<file path="config.mk">
export PLATFORM = sky130hd
export DESIGN_NAME = odl_serial_load
export DESIGN_NICKNAME = d
export VERILOG_FILES = /design/src/design/odl_pkg.sv /design/src/design/odl_serial_load.sv /design/src/design/odl_word_buffer.sv
export VERILOG_INCLUDE_DIRS = /design/src /design/src/design
export SDC_FILE = /design/constraint.sdc
export NUM_CORES = 1
export LEC_CHECK = 0
export BUFFER_PORTS_ARGS = -buffer_cell sky130_fd_sc_hd__buf_2
export CORE_UTILIZATION = 50
export CTS_BUF_LIST = sky130_fd_sc_hd__clkbuf_8
export DETAILED_ROUTE_END_ITERATION = 16
export PLACE_DENSITY = 0.69
export SETUP_SLACK_MARGIN = 0.3
export SLEW_MARGIN = 20
export SYNTH_ARGS = -nofsm -noshare
export SYNTH_HDL_FRONTEND = slang
export SYNTH_SLANG_ARGS = --single-unit
</file>
<file path="constraint.sdc">
create_clock -name clk -period 19.3 [get_ports clk]
set_input_delay 0.965 -clock clk [delete_from_list [all_inputs] [get_ports clk]]
set_output_delay 0.965 -clock clk [all_outputs]
set_load 0.02 [all_outputs]
</file>
<file path="src/design/odl_cfg.svh">
// Purpose: Constants of the octal converter serial load front end.
// Assumes: Included by its bare name by the design files.
// Notes: Word layout is not fixed by the device; field positions below are chosen.
`ifndef ODL_CFG_SVH
`define ODL_CFG_SVH

// ==========================================================================
// Frame and word
// ==========================================================================
`define ODL_WORD_BITS 16
`define ODL_CHANNELS 8
`define ODL_BIT_CNT_W 5
`define ODL_CTL_FLAG_POS 15
`define ODL_ADDR_MSB 14
`define ODL_ADDR_LSB 12
`define ODL_DATA_MSB 11
`define ODL_DATA_LSB 0
`define ODL_CTL_KIND_POS 14
`define ODL_BUF_LOW_POS 2
`define ODL_BUF_HIGH_POS 3
`define ODL_VDD_LOW_POS 4
`define ODL_VDD_HIGH_POS 5

// ==========================================================================
// Reset values
// ==========================================================================
`define ODL_CODE_RESET 12'h000
`define ODL_BUF_RESET 1'b0
`define ODL_VDD_RESET 1'b0

`endif

</file>
<file path="src/design/odl_pkg.sv">
// Purpose: Types shared by the serial load front end.
// Assumes: Nothing beyond the configuration header.
// Notes: Holds types only; numbers live in the header.
package odl_pkg;

    // ======================================================================
    // Types
    // ======================================================================
    typedef enum logic [1:0] {
        ODL_REF_UNBUFFERED,
        ODL_REF_BUFFERED,
        ODL_REF_SUPPLY
    } odl_ref_mode_t;

    typedef enum logic [1:0] {
        ODL_IDLE,
        ODL_SHIFT,
        ODL_WAIT_END
    } odl_frame_state_t;

endpackage

</file>
<file path="src/design/odl_serial_load.sv">
// Purpose: Serial load control of an eight-channel voltage output converter.
// Assumes: clk at 100 MHz; link pins are asynchronous and are sampled by two flip-flops.
// Notes: Word layout chosen here; see header. Serial clock must stay below the sample rate.
// Functional notes
// - A 16-bit shift register takes one data bit on each falling edge of the serial clock.
// - A falling frame sync powers the link inputs and captures the next 16 falling edges.
// - A frame sync rising before the sixteenth falling edge aborts and drops the partial word.
// - After each completed write the clock and data input buffers stay off until the next frame.
// - While the load input is low each input register is copied to its output register.
// - Each group of four channels selects a buffered, unbuffered or supply reference.
`include "odl_cfg.svh"

module odl_serial_load (
    input wire logic clk, // System clock, 100 MHz.
    input wire logic sys_rst, // Asynchronous reset, active high.
    input wire logic serialClk, // Link serial clock pin.
    input wire logic serialData, // Link serial data pin.
    input wire logic frameSync_n, // Link frame sync pin, active low.
    input wire logic loadOutputs_n, // Load pin, active low.
    output logic linkBufferOn, // Serial clock and data input buffers powered.
    output logic [`ODL_CHANNELS*12-1:0] outputCodes, // Output registers, channel 0 lowest.
    output odl_pkg::odl_ref_mode_t refModeLow, // Reference mode of channels 0 to 3.
    output odl_pkg::odl_ref_mode_t refModeHigh, // Reference mode of channels 4 to 7.
    output logic frameAbort, // One-cycle pulse on a dropped frame.
    output logic wordDone // One-cycle pulse when a word is applied.
);
    // ======================================================================
    // Pin synchronisers
    // ======================================================================
    // An edge on a pin is seen about three clocks late. The serial clock must
    // keep each level for several sample clocks, so this sampler follows a link
    // well below the 30 MHz ceiling, not one run at it.
    logic [1:0] sclkSync;
    logic [1:0] dinSync;
    logic [1:0] syncSync;
    logic [1:0] loadSync;
    logic sclkPrev;
    logic syncPrev;

    always_ff @(posedge clk or posedge sys_rst) begin
        if (sys_rst) begin
            sclkSync <= 2'h3;
            dinSync <= 2'h0;
            syncSync <= 2'h3;
            loadSync <= 2'h3;
            sclkPrev <= 1'b1;
            syncPrev <= 1'b1;
        end else begin
            sclkSync <= {sclkSync[0], serialClk};
            dinSync <= {dinSync[0], serialData};
            syncSync <= {syncSync[0], frameSync_n};
            loadSync <= {loadSync[0], loadOutputs_n};
            sclkPrev <= sclkSync[1];
            syncPrev <= syncSync[1];
        end
    end

    wire logic sclkFall = sclkPrev && !sclkSync[1];
    wire logic syncFall = syncPrev && !syncSync[1];
    wire logic syncRise = !syncPrev && syncSync[1];
    wire logic loadActive = !loadSync[1];

    // ======================================================================
    // Frame state machine
    // ======================================================================
    odl_pkg::odl_frame_state_t state;
    odl_pkg::odl_frame_state_t next_state;
    logic [`ODL_WORD_BITS-1:0] shiftReg;
    logic [`ODL_BIT_CNT_W-1:0] bitCount;

    wire logic shiftBit = (state == odl_pkg::ODL_SHIFT) && sclkFall && !syncRise;
    wire logic lastBit = shiftBit && (bitCount == 5'(`ODL_WORD_BITS - 1));
    wire logic abortNow = (state == odl_pkg::ODL_SHIFT) && syncRise;
    wire logic [`ODL_WORD_BITS-1:0] nextShift = {shiftReg[`ODL_WORD_BITS-2:0], dinSync[1]};

    always_comb begin
        next_state = state;
        unique case (state)
            odl_pkg::ODL_IDLE: begin
                if (syncFall) begin
                    next_state = odl_pkg::ODL_SHIFT;
                end
            end
            odl_pkg::ODL_SHIFT: begin
                if (abortNow) begin
                    next_state = odl_pkg::ODL_IDLE;
                end else if (lastBit) begin
                    next_state = odl_pkg::ODL_WAIT_END;
                end
            end
            odl_pkg::ODL_WAIT_END: begin
                // Edges after the sixteenth are ignored until the frame sync rises.
                if (syncRise) begin
                    next_state = odl_pkg::ODL_IDLE;
                end
            end
        endcase
    end

    always_ff @(posedge clk or posedge sys_rst) begin
        if (sys_rst) begin
            state <= odl_pkg::ODL_IDLE;
            shiftReg <= '0;
            bitCount <= '0;
        end else begin
            state <= next_state;
            if (syncFall && state == odl_pkg::ODL_IDLE) begin
                bitCount <= '0;
            end else if (shiftBit) begin
                shiftReg <= nextShift;
                bitCount <= bitCount + 5'h01;
            end
        end
    end

    // ======================================================================
    // Link buffer power and abort report
    // ======================================================================
    // The buffers follow the next state, so they are already off in the cycle
    // after the sixteenth edge; any later edge of the frame meets no buffer.
    wire logic bufferPowered = (next_state == odl_pkg::ODL_SHIFT);

    always_ff @(posedge clk or posedge sys_rst) begin
        if (sys_rst) begin
            linkBufferOn <= 1'b0;
            frameAbort <= 1'b0;
        end else begin
            linkBufferOn <= bufferPowered;
            frameAbort <= abortNow;
        end
    end

    // ======================================================================
    // Word buffer
    // ======================================================================
    logic bufOutValid;
    logic [`ODL_WORD_BITS-1:0] bufOutWord;

    // A word completes only on the sixteenth edge; a full buffer drops it
    // rather than stall the link, which cannot be paused.
    // Decoded words are applied in the cycle they appear, so the buffer drains.
    odl_word_buffer wordBuffer (
        .clk(clk),
        .sys_rst(sys_rst),
        .inValid(lastBit),
        .inReady(),
        .inWord(nextShift),
        .outValid(bufOutValid),
        .outReady(1'b1),
        .outWord(bufOutWord)
    );

    // ======================================================================
    // Word decode
    // ======================================================================
    // Words with both control bits set are accepted and ignored.
    wire logic isControl = bufOutWord[`ODL_CTL_FLAG_POS];
    wire logic isRefCtl = isControl && !bufOutWord[`ODL_CTL_KIND_POS];
    wire logic [2:0] chanSel = bufOutWord[`ODL_ADDR_MSB:`ODL_ADDR_LSB];
    wire logic [11:0] chanCode = bufOutWord[`ODL_DATA_MSB:`ODL_DATA_LSB];

    // ======================================================================
    // Input and output registers
    // ======================================================================
    // The load pin acts as a level: held low, each output follows its write in
    // the same cycle as the input register.
    logic [11:0] inputReg [`ODL_CHANNELS];

    genvar ch;
    generate
        for (ch = 0; ch < `ODL_CHANNELS; ch++) begin : gChan
            wire logic hit = bufOutValid && !isControl && (chanSel == 3'(ch));
            always_ff @(posedge clk or posedge sys_rst) begin
                if (sys_rst) begin
                    inputReg[ch] <= `ODL_CODE_RESET;
                    outputCodes[ch*12 +: 12] <= `ODL_CODE_RESET;
                end else begin
                    if (hit) begin
                        inputReg[ch] <= chanCode;
                    end
                    if (loadActive) begin
                        outputCodes[ch*12 +: 12] <= hit ? chanCode : inputReg[ch];
                    end
                end
            end
        end
    endgenerate

    // ======================================================================
    // Reference selection
    // ======================================================================
    // Supply selection outranks buffering: the buffer bit of the word is ignored then.
    localparam odl_pkg::odl_ref_mode_t refReset = `ODL_VDD_RESET ? odl_pkg::ODL_REF_SUPPLY
        : (`ODL_BUF_RESET ? odl_pkg::ODL_REF_BUFFERED : odl_pkg::ODL_REF_UNBUFFERED);
    wire logic takeRef = bufOutValid && isRefCtl;
    odl_pkg::odl_ref_mode_t next_refModeLow;
    odl_pkg::odl_ref_mode_t next_refModeHigh;

    assign next_refModeLow = bufOutWord[`ODL_VDD_LOW_POS] ? odl_pkg::ODL_REF_SUPPLY
        : (bufOutWord[`ODL_BUF_LOW_POS] ? odl_pkg::ODL_REF_BUFFERED
        : odl_pkg::ODL_REF_UNBUFFERED);
    assign next_refModeHigh = bufOutWord[`ODL_VDD_HIGH_POS] ? odl_pkg::ODL_REF_SUPPLY
        : (bufOutWord[`ODL_BUF_HIGH_POS] ? odl_pkg::ODL_REF_BUFFERED
        : odl_pkg::ODL_REF_UNBUFFERED);

    always_ff @(posedge clk or posedge sys_rst) begin
        if (sys_rst) begin
            refModeLow <= refReset;
            refModeHigh <= refReset;
            wordDone <= 1'b0;
        end else begin
            wordDone <= bufOutValid;
            if (takeRef) begin
                refModeLow <= next_refModeLow;
                refModeHigh <= next_refModeHigh;
            end
        end
    end
endmodule // odl_serial_load

</file>
<file path="src/design/odl_word_buffer.sv">
// Purpose: Two-entry valid/ready buffer for completed serial words.
// Assumes: Single clock domain, clk at 100 MHz.
// Notes: Full and empty are exact; the writer sees inReady low when both entries hold.
`include "odl_cfg.svh"

module odl_word_buffer (
    input wire logic clk, // System clock.
    input wire logic sys_rst, // Asynchronous reset, active high.
    input wire logic inValid, // Word offered.
    output logic inReady, // Space available.
    input wire logic [`ODL_WORD_BITS-1:0] inWord, // Offered word.
    output logic outValid, // Word available.
    input wire logic outReady, // Consumer takes word.
    output logic [`ODL_WORD_BITS-1:0] outWord // Oldest word.
);
    logic [`ODL_WORD_BITS-1:0] slot [2];
    logic rdPtr;
    logic wrPtr;
    logic [1:0] count;
    wire logic doWrite = inValid && inReady;
    wire logic doRead = outValid && outReady;

    assign inReady = (count != 2'h2);
    assign outValid = (count != 2'h0);
    assign outWord = slot[rdPtr];

    always_ff @(posedge clk or posedge sys_rst) begin
        if (sys_rst) begin
            rdPtr <= 1'b0;
            wrPtr <= 1'b0;
            count <= 2'h0;
        end else begin
            if (doWrite) begin
                wrPtr <= ~wrPtr;
            end
            if (doRead) begin
                rdPtr <= ~rdPtr;
            end
            count <= count + {1'b0, doWrite} - {1'b0, doRead};
        end
    end

    always_ff @(posedge clk) begin
        if (doWrite) begin
            slot[wrPtr] <= inWord;
        end
    end
endmodule // odl_word_buffer

</file>
* Yosys cells after proc, flatten, opt, wreduce, memory -nomap -nowiden
Memories as Yosys holds them, arrays and structs flattened.
Index checks and enable logic that the tools add are counted.
** Storage, ports and cells
- Word-level logic and storage cells :: 104
- Flip-flop bits (word level) :: 235
- Memories :: 1
- Memory bits (writable) :: 32
- Input port bits :: 6
- Output and inout bits :: 103
** Operators by class
- Reductions and logical operators :: 31
- Muxes and demuxes :: 21
- Bitwise gates (word level) :: 3
- Eq/ne operators :: 12
- Add/sub/neg operators :: 3
** Memories
- wordBuffer.slot :: words 2, bits a word 16, read ports 1, clocked after Yosys merged registers in 0, wr ports 1, line odl_word_buffer.sv:16 : logic [`ODL_WORD_BITS-1:0] slot [2];
** Operators by type and width (number)
- 12-bit 2-to-1 mux :: 8
- 1-bit logical AND :: 20
- 3-bit == test (second input constant) :: 4
- 2-bit 2-to-1 mux :: 6
- 5-bit 2-to-1 mux :: 2
- 3-bit by 2-bit == test with 1-bit output (second input constant) :: 2
- 1-bit zero test :: 6
- 2-bit case mux with 3 select lines :: 1
- 5-bit by 1-bit adder with 5-bit output (second input constant) :: 1
- 5-bit by 4-bit == test with 1-bit output (second input constant) :: 1
- 2-bit by 1-bit == test with 1-bit output (second input constant) :: 2
- 1-bit 2-to-1 mux :: 4
- 2-bit nonzero test :: 2
- 3-bit by 1-bit == test with 1-bit output (second input constant) :: 1
- 3-bit zero test :: 1
- 1-bit inverter :: 3
- 2-bit by 1-bit adder with 2-bit output :: 1
- 2-bit == test (second input constant) :: 1
- 2-bit zero test :: 1
- 2-bit != test (second input constant) :: 1
- 2-bit AND reduction :: 1
- 2-bit by 1-bit subtractor with 2-bit output :: 1

* Longest topological paths before layout
- Depth after elaboration :: 9
- Gate-level depth with buffers :: 7

* Modules after synthesis
A second synthesis with hierarchy kept.
** Unflattened totals
- Cells, all modules :: 597
- Area total of the unflattened synthesis :: 10162.2 um2
** By module, submodules not included
- odl_serial_load :: sequential area each 5790.6 um2, cells an instance 529, times used 1, area each 8795.9 um2
- odl_word_buffer :: sequential area each 1061.0 um2, cells an instance 68, times used 1, area each 1366.3 um2

* Worst setup path after synthesis
No wires, ideal clock.
- Path kind :: register -> register
- Start point :: register state[1]
- End point :: memory wordBuffer.slot[1][0] (netlist name) (enable)
- Path slack :: 16.855 ns
- Stages on the path, launching flop included :: 7
- Setup time :: 0.389 ns
- Period minus slack after synthesis :: 2.445 ns
- Buffers on the path :: 0
- Arrival :: 2.056 ns
- Cell sequence :: dfrtp_1 -> inv_1 -> ha_1 -> nand3b_1 -> nor2_1 -> nand3_1 -> nor2_1
** Between the ends
- Word-level cells in the longest chain between the ends :: 7
** RTL lines
- start, declared :: line odl_serial_load.sv:66 : odl_pkg::odl_frame_state_t state;
- start signal, assigned :: line odl_serial_load.sv:102 : state <= odl_pkg::ODL_IDLE;
- start signal, assigned :: line odl_serial_load.sv:106 : state <= next_state;
- 2-bit by 1-bit == test with 1-bit output :: line odl_serial_load.sv:71 : wire logic shiftBit = (state == odl_pkg::ODL_SHIFT) && sclkFall && !syncRise;
- 1-bit logical AND (2 in series) :: line odl_serial_load.sv:71
- 1-bit logical AND :: line odl_serial_load.sv:72 : wire logic lastBit = shiftBit && (bitCount == 5'(`ODL_WORD_BITS - 1));
- 1-bit logical AND :: line odl_word_buffer.sv:20 : wire logic doWrite = inValid && inReady;
- 1-bit 2-to-1 mux :: line odl_word_buffer.sv:44 : if (doWrite) begin
- 1-bit 2-to-1 mux (implied by the code) :: line odl_word_buffer.sv:45 : slot[wrPtr] <= inWord;
- end, declared :: line odl_word_buffer.sv:16
Every way passes these cells.

==> results.toml <==
[finish]
multi_input_area_um2 = 3533
diodes = 0
seqCellArea_um2 = 6855
area_delta_synth_final_pct = 14.72
finalNetCount = 1053
fillers = 1800
post-route-util_pct = 58.59
drive_above_1_share_pct = 24.63
fin_area_um2 = 12350

[clock_tree]
numCtsBuffers = 43
cts_post_setup_buffers_inserted = 0
hold_buffers = 0
clk_pin_slew_ps = 60
cts_tree = "done"
cts-resized-gates = 0
clk_path_buf_depth = 3
cts-htree-levels = 2
root_buffer = "clkbuf_8"
numClockSinks = 267
clock_latency_ps = 550

[global_route]
grt_start_max_net_pins = 149
antenna_found_initial = 0
grt_pass1_wl_um = 36190
grt_pass1_vias = 6780
grt.overflow.total = 0
gr-usage-all-layers_pct = 20.95

[routing]
detail_route.first_pass.iterations = 5
vias_per_cell = 5.328
drt_wl_total_um = 22230
vias = 7198
drc_errors = 0
wire_per_inst_um = 16.46
drtIter0Drc = 474
ant_nets = 0

[floorplanning]
chipWidth_um = 148.8
fp.coreArea_um2 = 21090
dieHeight_um = 148.8
initial_core_util_pct = 51.07
io_pins = 109
rows = 53
die_area_um2 = 22130

[yosys]
yosysUniqueCellTypes = 43
yosys_warnings = 0
syn_avg_cell_area_um2 = 11.57
seq_area_frac_synth_pct = 63.62
syn_area_um2 = 10770
syn_inst = 931
ys_ff_latch = 267
syn-num-nets = 942

[timing]
rsz0062_at_grt = "false"
final_max_slew_viol_count = 0
fin_crit_ps = 2725
setup_viol = 0
setup_ws_ps = 16580
holdWs_ps = 352.5
worst_slew_pin_slew_ps = 901.0
max_freq_mhz = 367.0
finalClockSkew_ps = 25.20
hold_violations = 0
fin_crit_sh_pct = 14.12
setup_tns_ps = 0
relSlewSlack_pct = 38.74

[worst_setup_path]
worst_ep_arrival_time_ps = 3140
crit_path_end_kind = "flop"
worstSetupPathType = "reg -> reg"
critPathLaunchType = "flop"
cp_data_required_time_ps = 19710
r2r_cells = 4
worstPathMaxFanout = 73

[worst_hold_path]
min_path_cells = 0
hold_class = "reg -> reg"

[flow_run]
maxCapViolCount = 0

[placement]
postPlaceCellArea_um2 = 11470
place.gp.congestion = 0.7459
pre_cts_ws_ps = 16290
portBuffers = 108
dpl.hpwl_um = 13460

[outcome]
status = "completed"

[power_and_ir_drop]
leakage_nw = 6.267
irDropWorstVdd_v = 0.00006765
pwr_density_cell_nw_per_um2 = 90.80
[cell type report]
class	instances	share of cell area, %
sequential	267	55.49
multi-input combinational	591	28.60
clock buffer	55	6.127
timing repair buffer	132	5.864
tap	275	2.785
clock inverter	24	0.8203
inverter	7	0.3140
[synth_stat cells, drive strengths merged]
master / instances / area, um2
dfrtp: 227 / 5680
a21oi: 112 / 564.3
nand2: 106 / 397.9
o21ai: 101 / 509.2
nor2: 95 / 374.1
a21o: 84 / 630.6
clkbuf: 37 / 138.9
edfxtp: 32 / 960.9
buf: 29 / 292.8
mux2: 19 / 214.0
mux2i: 13 / 133.9
a31o: 12 / 105.1
dfstp: 8 / 210.2
a2111oi: 7 / 192.7
inv: 7 / 26.28
ha: 5 / 62.56
nor3: 5 / 30.03
xnor2: 5 / 43.79
nand3: 4 / 20.02
nand3b: 4 / 30.03
or3b: 4 / 40.04
and2: 3 / 18.77
nand2b: 2 / 12.51
o31ai: 2 / 15.01
a211oi: 1 / 7.510
and3: 1 / 6.260
and3b: 1 / 8.760
nor2b: 1 / 6.260
nor3b: 1 / 7.510
nor4: 1 / 6.260
o221a: 1 / 11.26
or3: 1 / 11.26
[stage by stage]
stage	cells	total power, W
global placement	1272	0.0006601
finish	1351	0.001122
floorplan	931	0.0006487
detailed placement	1272	0.0006628
CTS	1351	0.001134
global route	1351	0.001168
[path summary, 6_finish.rpt]
check                             from               to  slack, ps
setup / recovery           loadSync[1]  outputCodes[37]      16580
hold / removal              dinSync[0]       dinSync[1]        350
setup reg to reg           loadSync[1]  outputCodes[37]      16580
hold reg to reg             dinSync[0]       dinSync[1]        350
max in group asynchronous      sys_rst     inputReg[79]      17530
min in group asynchronous      sys_rst     inputReg[32]        530
[metal layers]
| layer | GRT usage [%] | share of wire [%] | up-vias |
|---|---|---|---|
| met5 | 0 | 0 | - |
| met4 | 6.224 | 1.9 | 0 |
| met3 | 3.731 | 4.6 | 33 |
| met2 | 32.17 | 46 | 153 |
| met1 | 30.62 | 47 | 3550 |
| li1 | - | - | 3462 |
[placed cells by master (no fill, tap or decap), types with 2 or more instances in the layout]
cell type  Yosys  layout
a21oi_1      111     111
clkinv_2       0       2
buf_4          0      23
clkbuf_8       0      55
edfxtp_1      32      32
mux2i_4        0       2
o21ai_0       15      15
o21ai_1       85      85
dfstp_2        8       7
buf_2          6     108
or3b_4         2       2
nand2b_1       2       2
ha_1           5       5
a21o_1        84      84
nand3b_1       4       4
nor2_2         4       4
inv_1          7      26
xnor2_1        5       5
o31ai_1        2       2
dfrtp_1      227     227
nor2_1        90      90
and2_1         3       3
mux2i_2        1      11
mux2_2        19      19
nand3_1        4       4
nor3_1         4       3
a31o_2        12      12
a2111oi_4      7       7
nand2_1      106     106
[kinds of logic after synthesis]
| kind of cell | count (synthesis) | synth area share [%] |
|---|---|---|
| AO/OA/AOI/OAI | 320 | 18.90 |
| flip-flops | 267 | 63.62 |
| AND/OR/NAND/NOR | 229 | 9.004 |
| buffers and inverters | 73 | 4.252 |
| multiplexers | 32 | 3.230 |
| XOR/XNOR | 5 | 0.4066 |
| adder cells (fa/ha/maj) | 5 | 0.5809 |
[state kept, by name, indices dropped and copies added, names as in the netlist, 2 cells and up]
name,count
wordBuffer.count,2
refModeHigh,2
state,2
loadSync,2
shiftReg,15
syncSync,2
dinSync,2
wordBuffer.slot,32
sclkSync,2
refModeLow,2
inputReg,96
bitCount,5
outputCodes,96
[power by group]
part	internal, W	switching, W
clock	0.000256	0.000214
combinational	0.0000222	0.0000324
sequential	0.000586	0.0000120
total	0.000864	0.000258
[worst max-delay path: stages, from the launching register on]
cell and delay (ps):
dfstp_4 1030, buf_4 620, buf_4 610, a31o_2 180
o21ai_0 70
(Power assumes the default switching activity.)
